### src/nim_pkg.sv
// Shared constants and types for the interface mode selection link
// Notes on behaviour
// - Power-on leaves every target in async mode
// - Each target keeps its own interface selection
// - Host resyncs a target with the async sequence
// - Async return: deselect, stop clock, then reset
// - Reset holds ready/busy low for reset time
// - Async entered after change time; status only
// - Reset end: ready high, first param zero
// - First param upper nibble one selects NV-DDR
// - Sync select: busy for change time, host idle
// - After change time NV-DDR runs, ready high
// - Host starts clock before selecting target again
// - No direct switch between the two sync modes
// - Host writes NV-DDR2 configuration before selecting
// - Configuration changes only while not in NV-DDR2; the device writes it in any interface mode
// - First param upper nibble two selects NV-DDR2
// - After change time NV-DDR2 runs, ready high
// - Command decoding identical in every interface mode
// - Host resets each target first, never twice busy
package nim_pkg;
   localparam int NT = 2;
   localparam int TW = 1;
   typedef enum logic [1:0] {
      NIM_IF_ASYNC = 2'b00,
      NIM_IF_NVDDR = 2'b01,
      NIM_IF_NVDDR2 = 2'b10
   } nim_iface_e;
   typedef enum logic [1:0] {
      NIM_PH_RST = 2'b00,
      NIM_PH_CFG = 2'b01,
      NIM_PH_SEL = 2'b10
   } nim_phase_e;
   localparam logic [7:0] CMD_RESET = 8'hFF;
   localparam logic [7:0] CMD_SET_FEATURES = 8'hEF;
   localparam logic [7:0] CMD_STATUS = 8'h70;
   localparam logic [7:0] CMD_STATUS_ENH = 8'h78;
   localparam logic [7:0] FEAT_TIMING = 8'h01;
   localparam logic [7:0] FEAT_NV2_CFG = 8'h02;
   localparam logic [7:0] P1_ASYNC_TM0 = 8'h00;
   localparam logic [3:0] P1_SEL_NVDDR = 4'h1;
   localparam logic [3:0] P1_SEL_NVDDR2 = 4'h2;
   localparam logic [3:0] RST_TM = 4'h0;
   localparam logic [7:0] RST_CFG = 8'h00;
   localparam int LINK_PERIOD_NS = 80;
   localparam int T_RST_NS = 2000;
   localparam int T_ITC_NS = 1000;
   localparam logic [7:0] RST_CYC = 8'((T_RST_NS + LINK_PERIOD_NS - 1) / LINK_PERIOD_NS);
   localparam logic [7:0] ITC_CYC = 8'((T_ITC_NS + LINK_PERIOD_NS - 1) / LINK_PERIOD_NS);
   localparam logic [7:0] STROBE_CYC = 8'h10;
   localparam logic [7:0] CE_SETUP_CYC = 8'h08;
   localparam logic [1:0] CLK_DIV = 2'h2;
   localparam logic [3:0] CLK_IDLE_CYC = 4'h8;
endpackage

### src/nim_link_if.sv
// Pins between flash host controller and flash targets
`timescale 1ns/1ps
interface nim_link_if;
   logic [nim_pkg::NT-1:0] ce_n;
   logic cle;
   logic ale;
   logic we_n;
   logic [7:0] dq;
   logic nand_clk;
   logic [nim_pkg::NT-1:0] rb_n;
   modport dev (input ce_n, input cle, input ale, input we_n, input dq, input nand_clk,
      output rb_n);
   modport host (output ce_n, output cle, output ale, output we_n, output dq,
      output nand_clk, input rb_n);
endinterface

### src/nim_host.sv
// Flash host end: per-target interface switching sequencer
`timescale 1ns/1ps
module nim_host (
   input wire logic clk_sys,
   input wire logic rst_b,
   nim_link_if.host link,
   input wire logic req_valid,
   input wire nim_pkg::nim_iface_e req_iface,
   input wire logic [nim_pkg::TW-1:0] req_target,
   input wire logic [3:0] req_tm,
   input wire logic [7:0] req_cfg,
   output logic req_ready,
   output logic done,
   output logic init_done,
   output logic [nim_pkg::NT-1:0][1:0] cur_iface,
   output logic [nim_pkg::NT-1:0][3:0] cur_tm
);
   import nim_pkg::*;
   typedef enum logic [2:0] {
      H_IDLE = 3'b000,
      H_PREP = 3'b001,
      H_SEND = 3'b010,
      H_WAIT_LO = 3'b011,
      H_WAIT_HI = 3'b100,
      H_CLKON = 3'b101,
      H_ADV = 3'b110
   } nim_hstate_e;

   nim_hstate_e st_q;
   nim_phase_e ph_q;
   nim_iface_e op_q;
   logic need_rst_q, need_cfg_q, need_sel_q;
   logic [3:0] tm_q;
   logic [7:0] cfg_q, cnt_q;
   logic [TW-1:0] tidx_q;
   logic [2:0] bidx_q;
   logic half_q;
   logic [NT-1:0] ce_n_q;
   logic we_n_q;
   logic clk_en_q;
   logic [1:0] div_q;
   logic nand_clk_q;
   logic init_q, done_q;
   logic [NT-1:0] rb_m_q, rb_s_q;
   logic [NT-1:0][1:0] cur_if_q;
   logic [NT-1:0][3:0] cur_tm_q;
   logic [9:0] byte_w;
   logic [2:0] last_w;
   logic [7:0] p1_w;
   logic in_async;

   assign in_async = (cur_if_q[req_target] == NIM_IF_ASYNC);
   assign p1_w = (ph_q == NIM_PH_CFG) ? cfg_q :
      {(op_q == NIM_IF_NVDDR2) ? P1_SEL_NVDDR2 : P1_SEL_NVDDR, tm_q};
   assign last_w = (ph_q == NIM_PH_RST) ? 3'd0 : 3'd5;

   always_comb begin
      byte_w = {2'b00, 8'h00};
      if (ph_q == NIM_PH_RST) begin
         byte_w = {2'b10, CMD_RESET};
      end else if (bidx_q == 3'd0) begin
         byte_w = {2'b10, CMD_SET_FEATURES};
      end else if (bidx_q == 3'd1) begin
         byte_w = {2'b01, (ph_q == NIM_PH_CFG) ? FEAT_NV2_CFG : FEAT_TIMING};
      end else if (bidx_q == 3'd2) begin
         byte_w = {2'b00, p1_w};
      end
   end

   always_ff @(posedge clk_sys or negedge rst_b) begin
      if (!rst_b) begin
         rb_m_q <= '0;
         rb_s_q <= '0;
      end else begin
         rb_m_q <= link.rb_n;
         rb_s_q <= rb_m_q;
      end
   end

   always_ff @(posedge clk_sys or negedge rst_b) begin
      if (!rst_b) begin
         st_q <= H_IDLE;
         ph_q <= NIM_PH_RST;
         op_q <= NIM_IF_ASYNC;
         need_rst_q <= 1'b0;
         need_cfg_q <= 1'b0;
         need_sel_q <= 1'b0;
         tm_q <= RST_TM;
         cfg_q <= RST_CFG;
         cnt_q <= 8'h00;
         tidx_q <= '0;
         bidx_q <= 3'd0;
         half_q <= 1'b0;
         ce_n_q <= '1;
         we_n_q <= 1'b1;
         clk_en_q <= 1'b0;
         init_q <= 1'b0;
         done_q <= 1'b0;
         cur_if_q <= '0;
         cur_tm_q <= '0;
      end else begin
         done_q <= 1'b0;
         case (st_q)
            H_IDLE: begin
               if (!init_q) begin
                  ph_q <= NIM_PH_RST;
                  st_q <= H_PREP;
                  cnt_q <= 8'h00;
               end else if (req_valid) begin
                  op_q <= req_iface;
                  tm_q <= req_tm;
                  cfg_q <= req_cfg;
                  tidx_q <= req_target;
                  // Leave any sync mode through async first
                  need_rst_q <= 1'b0;
                  need_cfg_q <= (req_iface == NIM_IF_NVDDR2);
                  need_sel_q <= (req_iface != NIM_IF_ASYNC);
                  if (req_iface == NIM_IF_ASYNC || !in_async) begin
                     ph_q <= NIM_PH_RST;
                     st_q <= H_PREP;
                  end else begin
                     ph_q <= (req_iface == NIM_IF_NVDDR2) ? NIM_PH_CFG : NIM_PH_SEL;
                     need_cfg_q <= 1'b0;
                     need_sel_q <= (req_iface == NIM_IF_NVDDR2);
                     st_q <= H_PREP;
                  end
                  cnt_q <= 8'h00;
               end
            end
            H_PREP: begin
               ce_n_q <= '1;
               if (ph_q == NIM_PH_RST) begin
                  clk_en_q <= 1'b0;
               end
               cnt_q <= cnt_q + 8'h01;
               if (cnt_q == CE_SETUP_CYC - 8'h01) begin
                  ce_n_q[tidx_q] <= 1'b0;
                  we_n_q <= 1'b0;
                  bidx_q <= 3'd0;
                  half_q <= 1'b0;
                  cnt_q <= 8'h00;
                  st_q <= H_SEND;
               end
            end
            H_SEND: begin
               cnt_q <= cnt_q + 8'h01;
               if (cnt_q == STROBE_CYC - 8'h01) begin
                  cnt_q <= 8'h00;
                  half_q <= !half_q;
                  we_n_q <= !half_q;
                  if (half_q) begin
                     if (bidx_q == last_w) begin
                        we_n_q <= 1'b1;
                        ce_n_q <= '1;
                        st_q <= (ph_q == NIM_PH_CFG) ? H_ADV : H_WAIT_LO;
                     end else begin
                        bidx_q <= bidx_q + 3'd1;
                     end
                  end
               end
            end
            H_WAIT_LO: begin
               if (!rb_s_q[tidx_q]) begin
                  st_q <= H_WAIT_HI;
               end
            end
            H_WAIT_HI: begin
               if (rb_s_q[tidx_q]) begin
                  cnt_q <= 8'h00;
                  if (ph_q == NIM_PH_SEL) begin
                     cur_if_q[tidx_q] <= op_q;
                     cur_tm_q[tidx_q] <= tm_q;
                     clk_en_q <= 1'b1;
                     st_q <= H_CLKON;
                  end else begin
                     cur_if_q[tidx_q] <= NIM_IF_ASYNC;
                     cur_tm_q[tidx_q] <= RST_TM;
                     st_q <= H_ADV;
                  end
               end
            end
            H_CLKON: begin
               // Clock must run before the target is selected again
               cnt_q <= cnt_q + 8'h01;
               if (cnt_q == CE_SETUP_CYC - 8'h01) begin
                  st_q <= H_ADV;
               end
            end
            H_ADV: begin
               cnt_q <= 8'h00;
               if (need_cfg_q) begin
                  need_cfg_q <= 1'b0;
                  ph_q <= NIM_PH_CFG;
                  st_q <= H_PREP;
               end else if (need_sel_q) begin
                  need_sel_q <= 1'b0;
                  ph_q <= NIM_PH_SEL;
                  st_q <= H_PREP;
               end else begin
                  st_q <= H_IDLE;
                  if (!init_q) begin
                     if (tidx_q == TW'(NT - 1)) begin
                        init_q <= 1'b1;
                     end
                     tidx_q <= tidx_q + TW'(1);
                  end else begin
                     done_q <= 1'b1;
                  end
               end
            end
            default: begin
               st_q <= H_IDLE;
            end
         endcase
      end
   end

   // Shared sync clock pin; stands still while stopped
   always_ff @(posedge clk_sys or negedge rst_b) begin
      if (!rst_b) begin
         div_q <= 2'h0;
         nand_clk_q <= 1'b0;
      end else if (!clk_en_q) begin
         div_q <= 2'h0;
         nand_clk_q <= 1'b0;
      end else if (div_q == CLK_DIV - 2'h1) begin
         div_q <= 2'h0;
         nand_clk_q <= !nand_clk_q;
      end else begin
         div_q <= div_q + 2'h1;
      end
   end

   assign link.ce_n = ce_n_q;
   assign link.cle = (st_q == H_SEND) && byte_w[9];
   assign link.ale = (st_q == H_SEND) && byte_w[8];
   assign link.dq = (st_q == H_SEND) ? byte_w[7:0] : 8'h00;
   assign link.we_n = we_n_q;
   assign link.nand_clk = nand_clk_q;
   assign req_ready = (st_q == H_IDLE) && init_q;
   assign done = done_q;
   assign init_done = init_q;
   assign cur_iface = cur_if_q;
   assign cur_tm = cur_tm_q;
endmodule

### src/flat_wrapper.sv
// flat-port wrapper written by rule: the top's interface ports become plain ports
module nim_host_flat import nim_pkg::*;
  (clk_sys, rst_b, req_valid, req_iface, req_target, req_tm, req_cfg, req_ready, done, init_done, cur_iface, cur_tm, link_ce_n, link_cle, link_ale, link_we_n, link_dq, link_nand_clk, link_rb_n);
  nim_link_if link_i ();
  input wire logic clk_sys;
  input wire logic rst_b;
  input wire logic req_valid;
  input wire nim_pkg::nim_iface_e req_iface;
  input wire logic [nim_pkg::TW-1:0] req_target;
  input wire logic [3:0] req_tm;
  input wire logic [7:0] req_cfg;
  output logic req_ready;
  output logic done;
  output logic init_done;
  output logic [nim_pkg::NT-1:0][1:0] cur_iface;
  output logic [nim_pkg::NT-1:0][3:0] cur_tm;
  output wire logic [$bits(link_i.ce_n)-1:0] link_ce_n;
  output wire logic [$bits(link_i.cle)-1:0] link_cle;
  output wire logic [$bits(link_i.ale)-1:0] link_ale;
  output wire logic [$bits(link_i.we_n)-1:0] link_we_n;
  output wire logic [$bits(link_i.dq)-1:0] link_dq;
  output wire logic [$bits(link_i.nand_clk)-1:0] link_nand_clk;
  input wire logic [$bits(link_i.rb_n)-1:0] link_rb_n;
  assign link_ce_n = link_i.ce_n;
  assign link_cle = link_i.cle;
  assign link_ale = link_i.ale;
  assign link_we_n = link_i.we_n;
  assign link_dq = link_i.dq;
  assign link_nand_clk = link_i.nand_clk;
  assign link_i.rb_n = link_rb_n;
  nim_host u_core (.clk_sys(clk_sys), .rst_b(rst_b), .link(link_i), .req_valid(req_valid), .req_iface(req_iface), .req_target(req_target), .req_tm(req_tm), .req_cfg(req_cfg), .req_ready(req_ready), .done(done), .init_done(init_done), .cur_iface(cur_iface), .cur_tm(cur_tm));
endmodule
### config.mk
export PLATFORM = sky130hd
export DESIGN_NAME = nim_host_flat
export DESIGN_NICKNAME = d
export VERILOG_FILES = /design/src/nim_pkg.sv /design/src/nim_link_if.sv /design/src/nim_host.sv /design/src/flat_wrapper.sv
export SDC_FILE = /design/constraint.sdc
export NUM_CORES = 1
export LEC_CHECK = 0
export BUFFER_PORTS_ARGS = -buffer_cell sky130_fd_sc_hd__buf_2
export CORE_AREA = 2 2 127 105
export DETAILED_ROUTE_END_ITERATION = 10
export DIE_AREA = 0 0 129 107
export GPL_ROUTABILITY_DRIVEN = 0
export HOLD_SLACK_MARGIN = 0.15
export SYNTH_ARGS = -nofsm -noshare
export SYNTH_HDL_FRONTEND = slang
export SYNTH_SLANG_ARGS = --single-unit
### constraint.sdc
create_clock -name clk_sys -period 2.44 [get_ports clk_sys]
set_clock_uncertainty 0.15 [all_clocks]
set_input_delay 0.244 -clock clk_sys [delete_from_list [all_inputs] [get_ports clk_sys]]
set_output_delay 0.244 -clock clk_sys [all_outputs]
set_load 0.03 [all_outputs]
==> metrics list, run 1 <==
- Once detail routing completed, the nets flagged for antenna violations numbered 0.
- Hold Crit Class: reg -> reg
- Via count of the first global-routing pass: 2619
- Gate family responsible for the most delay along the worst path: buffers and inverters
- Per report_power, the clock group accounts for 32.6% of the total.
- The floorplan step defined a die boundary enclosing 0.0138 mm².
- Class of the most critical setup path: reg -> out
* Endpoint of the worst-slack reg-to-reg timing path: u_core.st_q[0]$_DFFE_PN0P_
- STA puts the critical path data required time at 2.05 ns.
- After detailed routing, the average wire length per cell comes to 13.5 µm.
- For this configuration, the core starts out at a cell density of 24.5%.
* Hold path startpoint: u_core.rb_m_q[1]$_DFF_PN0_
* Reg2Reg Depth: 5
- Combinational power share: 35.1%
- The die is 129 µm wide.
- Layout cells sized above 1: 25.9%
- In this run the worst path has a maximum fanout of 7.
- Top routing layer in use: met4
- The later pin in the worst-skew pair is clocked with a latency of 0.33 ns.
- Global-route wire length before repair: 13.2 mm
- The worst setup path is launched from a flip-flop.
- The sequential cells in the finished layout cover a total of 0.00148 mm².
- Global routing used 12.1% of the available tracks across all layers.
- Ant diodes: 0
* Synth Warn #: 0
- Counting the fill cells in the layout gives 1316.
* Startpoint of the most critical register-to-register path: u_core.ph_q[0]$_DFFE_PN0P_
* Wire length on met3: 282 µm
- In the finished design, the share of the clock period the worst path needs comes to 95.9%.
- The synthesized netlist contains 61 unique library cells.
- Iteration count of the initial detailed-routing pass: 4
- Core Area: 0.0125 mm²
- Async set-or-reset flop fraction in the synthesized netlist: 100%
- The tree is rooted in a sky130_fd_sc_hd__clkbuf_16.
* Post-CTS setup repair buffer count: 0
* Arrival time reported for the critical path endpoint: 1.95 ns
* Synthesis-stage register bit count: 59
- The detailed router put a total of 3.85 mm of wire on met1.
- Master of the slowest instance on the critical path: sky130_fd_sc_hd__dfrtp_1
* Remaining global-route overflow: 0
- Top FF cell, synth: sky130_fd_sc_hd__dfrtp_1
- Dividing the detail-routed via count by the number of cells gives 4.62.
* Clk sinks: 59
- Based on the critical path, the design can be clocked at up to 0.427 GHz.
* Combined area of the multi-input logic cells: 0.00150 mm²
* Final Hold Violating Endpoints: 0
- After the first detailed-routing iteration, the DRC count stood at 169.
* Fin crit period: 2.34 ns
- Peak per-stage delay on the critical path: 0.42 ns
- The run finished with clean final reports.
- Worst-Margin Slew: 0.528 ns
- Entering global routing, the biggest net connects 22 pins.
- Setup repair after global routing could not meet its margin everywhere.
- In this run the tightest slew margin relative to its limit is 64.7%.
* Leakage power of the design: 1.86 nW
* # Max-Cap Violations: 0
- Antenna violations before repair: 0
- Max H-tree Level: 3
- Clock buffer count from CTS: 9
- In this run the core area contains 37 standard-cell rows.
- Number of buffers added on ports: 48
* Placed instance area: 0.00355 mm²
- The final route contains 2628 vias.
- Summed over all nets, wire length on met2 after detailed routing comes to 3.42 mm.
- After clock tree synthesis, the clock-pin slew on the worst setup and hold paths is 0.05 ns.
- Counting flops with a built-in enable in the synthesized netlist gives 0.
- In the routed design, unresolved DRC markers number 0.
- Most repeated library cell on the critical path: sky130_fd_sc_hd__buf_4
* Worst setup slack for register-to-register paths: 0.19 ns
- TritonCTS built the clock tree.
- Post-synthesis net count: 341
- The critical path runs through a total of 8 cells.
* Slew Limit Fails: 0
- The critical path goes through buf_4, nor2b_4, buf_4, nor3b_2, nor3_1, a21oi_1, nor2_1, buf_2.
- Net switching is 36.3% of the power.
- Setup crit start: u_core.ph_q[1]$_DFFE_PN0P_
- After detailed routing, the total wire length is 7.65 mm.
- Final instance area: 0.00412 mm²
- HPWL after detailed placement: 5.57 mm
* Final nets: 414
* Count of buffering cells on the critical path with inverters included: 3
* Setup violators final: 0
* Cell Pwr Density: 1080 mW/mm²
- After synthesis, flip-flops and latches occupy 48.1% of the total area.
- Clock Tree Buf Depth: 2
- For this design the top-level I/O count stands at 49.
- Sw power: 1.61 mW
- Share of the core filled with cells in the final layout: 32.9%
- Post-synthesis average cell area: 9.73 µm²
- Sequential cells account for 32.3% of the total power.
* Endpoint class of the critical path: primary output
* Layout overhead on the synthesized area: 34.1%
* Netlist Area Pre-Place: 0.00307 mm²
- P_int: 2.83 mW
- Number of standard cells after synthesis: 316
* Instance count along the most critical hold path: 0
- The worst hold path terminates at u_core.rb_s_q[1]$_DFF_PN0_.
- Maximum resistive drop on vdd: 0.747 mV
* Power consumption: 4.44 mW
- In this run the vertical extent of the chip is 107 µm.
[layout by cell type (no fill, tap or decap), drive strengths merged, types with 4 or more instances in the layout]
cell type,Yosys,routed
mux2i,5,5
nand3,5,5
ha,5,5
clkbuf,15,10
nor2b,6,6
dfrtp,56,56
o22ai,4,4
and3,5,5
nor2,17,17
o21ai,37,37
inv,8,9
dlygate4sd3,0,19
nor3b,7,7
nand2b,5,5
nand2,42,42
nor3,7,7
mux2,19,19
o211ai,5,5
buf,4,62
a21oi,15,15
[power groups by stage]
stage / sequential, mW / clock, mW / combinational [mW]
2_1_floorplan: 1.39 / 0 / 1.09
6_report: 1.43 / 1.45 / 1.56
4_1_cts: 1.43 / 1.48 / 1.52
5_1_grt: 1.48 / 1.52 / 1.72
3_5_place_dp: 1.44 / 0 / 1.48
3_3_place_gp: 1.43 / 0 / 1.45
[flip-flops by register name, summed over array words and instances (netlist names), 3 cells and up]
signal and flops:
u_core.cfg_q 8, u_core.cnt_q 8, u_core.cur_tm 8, u_core.cur_iface 4
u_core.tm_q 4, u_core.bidx_q 3, u_core.st_q 3
[cell families after synthesis]
| group | synth area share [%] |
|---|---|
| multiplexers | 8.71 |
| XOR/XNOR | 0.855 |
| flip-flops | 48.1 |
| AO/OA/AOI/OAI | 17.0 |
| buffers and inverters | 3.79 |
| AND/OR/NAND/NOR | 19.5 |
| adder cells (fa/ha/maj) | 2.04 |
[worst reg2reg max path, delay by kind of cell (launching register included)]
kind,cells,cell delay (ns)
simple gates,2,0.65
compound gates,2,0.57
mux,1,0.31
flops,1,0.46
[repair_timing]
action	in CTS	in global routing
gates cloned	0	0
pin swaps	0	0
hold endpoints to repair	37	0
hold buffers	19	0
endpoints found under the setup margin	4	10
resized for setup	2	13
[cell type report]
| cell class | instances | area share (%) |
|---|---|---|
| multi-input cells | 230 | 36.5 |
| flip-flops and latches | 59 | 36.0 |
| clock inverters | 6 | 2.73 |
| inverters | 8 | 0.729 |
| clock buffers | 10 | 5.56 |
| repair buffers | 81 | 13.2 |
| well taps | 175 | 5.31 |
[cell usage after synthesis (2+ instances only)]
master	n	area (µm²)
sky130_fd_sc_hd__nor4_1	3	18.8
sky130_fd_sc_hd__nand3_1	4	20.0
sky130_fd_sc_hd__a311oi_1	2	17.5
sky130_fd_sc_hd__a211oi_1	2	15.0
sky130_fd_sc_hd__nand4_1	3	18.8
sky130_fd_sc_hd__inv_1	7	26.3
sky130_fd_sc_hd__nand2_1	41	154
sky130_fd_sc_hd__o21a_1	2	15.0
sky130_fd_sc_hd__o211ai_1	4	30.0
sky130_fd_sc_hd__a21o_1	3	22.5
sky130_fd_sc_hd__o21ai_1	5	25.0
sky130_fd_sc_hd__dfstp_2	3	78.8
sky130_fd_sc_hd__clkbuf_1	14	52.6
sky130_fd_sc_hd__nand2b_1	5	31.3
sky130_fd_sc_hd__xnor2_1	2	17.5
sky130_fd_sc_hd__a41oi_1	2	17.5
sky130_fd_sc_hd__o21ai_0	32	160
sky130_fd_sc_hd__and3_1	5	31.3
sky130_fd_sc_hd__or2_1	2	12.5
sky130_fd_sc_hd__ha_1	5	62.6
sky130_fd_sc_hd__nand4b_1	2	17.5
sky130_fd_sc_hd__nor2b_1	6	37.5
sky130_fd_sc_hd__and2_1	3	18.8
sky130_fd_sc_hd__nor2_1	16	60.1
sky130_fd_sc_hd__nor3_1	7	35.0
sky130_fd_sc_hd__a21oi_1	15	75.1
sky130_fd_sc_hd__mux2i_1	5	50.1
sky130_fd_sc_hd__buf_2	2	10.0
sky130_fd_sc_hd__o31ai_1	2	15.0
sky130_fd_sc_hd__o22ai_1	4	25.0
sky130_fd_sc_hd__nor3b_1	7	52.6
sky130_fd_sc_hd__mux2_1	17	191
sky130_fd_sc_hd__dfrtp_1	56	1400
[worst max path at each step]
stage / slack (ns) / end
after floorplan: 0.009 / link_dq[1]
after global placement: 0.25 / u_core.st_q[0]$_DFFE_PN0P_
after detailed placement: 0.23 / u_core.st_q[0]$_DFFE_PN0P_
after CTS: 0.02 / link_dq[1]
after global routing: -0.005 / link_ale
final: 0.1 / link_dq[4]
[routing by layer]
| metal | global-route usage (%) | vias to the layer above |
|---|---|---|
| met1 | 17.0 | 1289 |
| li1 | - | 1278 |
| met4 | 3.73 | 0 |
| met3 | 3.44 | 7 |
| met2 | 18.0 | 54 |
| met5 | 0 | - |
[stage by stage]
| stage | TNS, ns | instances | hold slack, ns | setup WS (ns) |
|---|---|---|---|---|
| 2_1_floorplan | 0 | 316 | -0.202 | 0.00881 |
| 3_3_place_gp | 0 | 534 | 0.0786 | 0.254 |
| 3_5_place_dp | 0 | 534 | 0.0782 | 0.225 |
| 4_1_cts | 0 | 569 | 0.211 | 0.0196 |
| 5_1_grt | -0.00473 | 569 | 0.216 | -0.00459 |
| 6_report | 0 | 569 | 0.205 | 0.0999 |
Note: power is estimated with default switching activity, not from simulation.
==> run 2, diff against run 1 <==
Settings changed: BUFFER_PORTS_ARGS -buffer_cell sky130_fd_sc_hd__buf_2 to -buffer_cell sky130_fd_sc_hd__buf_4.
==> run 2 against run 1 <==
  * Final cell count shrank 0.35%
  * Critical path depth shrank 1
  * Die area stayed put
  * Flip-flop and latch count did not move
  * Worst setup slack worse by 0.012 ns
  * Via count is 0.95% higher
  * Largest cell class unchanged
==> metrics list, run 2 (synthesized netlist as in run 1, its figures left out) <==
- STA classifies the critical path endpoint as a primary output.
- Starting DRT DRC Count: 183
- The H-tree generated during clock tree synthesis spans 3 levels.
- For this design the static power due to leakage is 1.83 nW.
- For flop-to-flop paths, the worst setup slack is 0.21 ns.
- The tool flagged a number of max-cap violations equal to 0.
- Slew Limit Fails: 0
* Met2 track demand over resource in global routing: 17.2%
- Type of element launching the critical path: flip-flop
* Share of the core filled with cells in the final layout: 33.1%
- Setup violations remaining at the end of the flow were counted as 0.
- Wirelength, routed: 7.75 mm
- Of the cells placed in the final design, the portion with a size suffix greater than 1 is 25.3%.
* Pin count of the biggest net entering global routing: 60
* Final routed wire length divided by cell count: 13.7 µm
* Crit-path cells: buf_4, nor2b_2, buf_6, mux2_2, a21oi_1, nor2_1, buf_4
- Routing usage on met3: 3.79%
- In this run the most used layer during global routing was met2.
- Number of rows in the core area: 37
* Timing-limited maximum frequency: 0.425 GHz
- Maximum resistive drop on vdd: 0.645 mV
- Dividing the final minimum period by the clock period gives 96.4%.
- Once detail routing completed, the nets flagged for antenna violations numbered 0.
* Commonest non-fill, non-tap cell in the layout: sky130_fd_sc_hd__buf_4
- Dividing total power by cell area gives a power density of 1020 mW/mm².
* Iteration count of the initial detailed-routing pass: 4
- From synthesis to final layout, the design area changed by 34.9%.
- HPWL after detailed placement: 5.40 mm
- Master of the slowest instance on the critical path: sky130_fd_sc_hd__dfrtp_1
* Gate family responsible for the most delay along the worst path: buffers and inverters
- Width of the die: 129 µm
- Placed instance area: 0.00366 mm²
- DRC: 0
* Vias after detailed routing: 2653
* Final nets: 412
- Largest fanout on the critical path: 11
* Arrival time reported for the critical path endpoint: 1.96 ns
* Class of the most critical setup path: reg -> out
* Core Area: 0.0125 mm²
- Remaining global-route overflow: 0
- Final Hold Violating Endpoints: 0
- Final instance area: 0.00415 mm²
- The smallest clock period supported by the final layout is computed as 2.35 ns.
- Once the clock tree was built, the setup fixing pass inserted 0 buffers.
* Hold Crit Class: reg -> reg
- Clock buffer count from CTS: 9
- Number of I/O pins: 49
- Via count of the first global-routing pass: 2559
* Ant diodes: 0
* Outcome: complete, no violations
- Worst-case headroom to the max-slew limit: 49.4%
* Clock Tree Buf Depth: 2
- The first global-routing pass estimated 12.7 mm of wire.
- Root Buffer Master: sky130_fd_sc_hd__clkbuf_16
* Antenna violations before repair: 0
- The critical path contains buffers and inverters numbering 3 combined.
- Buffers placed on the I/O ports in this run total 48.
* Most repeated library cell on the critical path: sky130_fd_sc_hd__buf_4
- Commonest cells after routing, fill and taps aside: sky130_fd_sc_hd__buf_4, sky130_fd_sc_hd__dfrtp_1, sky130_fd_sc_hd__nand2_1
- Worst-Margin Slew: 0.759 ns
- In this design, the stage delay of the slowest critical-path cell is 0.37 ns.
- Fillers: 1292
* Clk Latency, worst-skew pair: 0.34 ns
- Global routing consumed, on the met1 layer, 16.3% of the routing resources.
* CTS clk-pin slew, worst paths: 0.06 ns
* Clk sinks: 59
* Required time at the worst-slack endpoint: 2.05 ns
- Dividing the detail-routed via count by the number of cells gives 4.68.
- Global-route usage over all layers: 11.8%
* Die area: 0.0138 mm²
- Measured along the y axis, the die boundary spans 107 µm.
* Initial core utilization: 24.5%
- TritonCTS built the clock tree.
-- run 2: final timing paths --
path                                                  from                            to  cells after the start
worst max-delay path            u_core.ph_q[1]$_DFFE_PN0P_                    link_dq[0]                      7
worst min-delay path            u_core.rb_m_q[1]$_DFF_PN0_    u_core.rb_s_q[1]$_DFF_PN0_                      0
worst max register to register  u_core.st_q[0]$_DFFE_PN0P_    u_core.st_q[0]$_DFFE_PN0P_                      5
worst min register to register  u_core.rb_m_q[1]$_DFF_PN0_    u_core.rb_s_q[1]$_DFF_PN0_                      0
max in group asynchronous                            rst_b  u_core.bidx_q[0]$_DFFE_PN0P_                      2
min in group asynchronous                            rst_b    u_core.st_q[1]$_DFFE_PN0P_                      2
-- run 2: layout make-up --
type	count	area, µm²	share of cell area (%)
Clock buffer	9	225	5.43
Clock inverter	7	52.6	1.27
Inverter	8	30.0	0.724
Multi-Input combinational cell	230	1490	36.0
Sequential cell	59	1480	35.7
Tap cell	175	219	5.28
Timing Repair Buffer	79	644	15.5
-- run 2: metrics by stage --
stage	hold slack, ns	setup WS (ns)	TNS, ns	cells	power, mW
3_5_place_dp	0.190	0.235	0	532	3.00
3_3_place_gp	0.196	0.321	0	532	2.96
4_1_cts	0.210	0.00161	0	567	4.22
6_report	0.208	0.0880	0	567	4.22
5_1_grt	0.215	-0.00189	-0.00189	567	4.48
2_1_floorplan	-0.202	0.00881	0	316	2.49
-- run 2: power breakdown --
| part | switching, mW | total [mW] | internal, mW |
|---|---|---|---|
| logic | 0.959 | 1.64 | 0.679 |
| registers | 0.212 | 1.41 | 1.20 |
| clock network | 0.480 | 1.17 | 0.690 |
-- run 2: repair_timing --
action,in CTS,in global routing
gates resized for setup,1,8
pin swaps,0,1
hold buffers,19,0
endpoints found under the setup margin,4,6
hold endpoints to repair,75,0
-- run 2: worst register-to-register path, delay by kind of cell (launching register included) --
kind             cells  cell delay, ns
AND/OR/NAND/NOR      3            0.84
flip-flops           1            0.52
multiplexers         1            0.30
AO/OA/AOI/OAI        1            0.30
-- run 2: routing by layer --
| metal | share of wire (%) | up-vias |
|---|---|---|
| li1 | - | 1281 |
| met1 | 49 | 1305 |
| met2 | 45 | 54 |
| met3 | 4.7 | 13 |
| met4 | 1.8 | 0 |
| met5 | 0 | - |
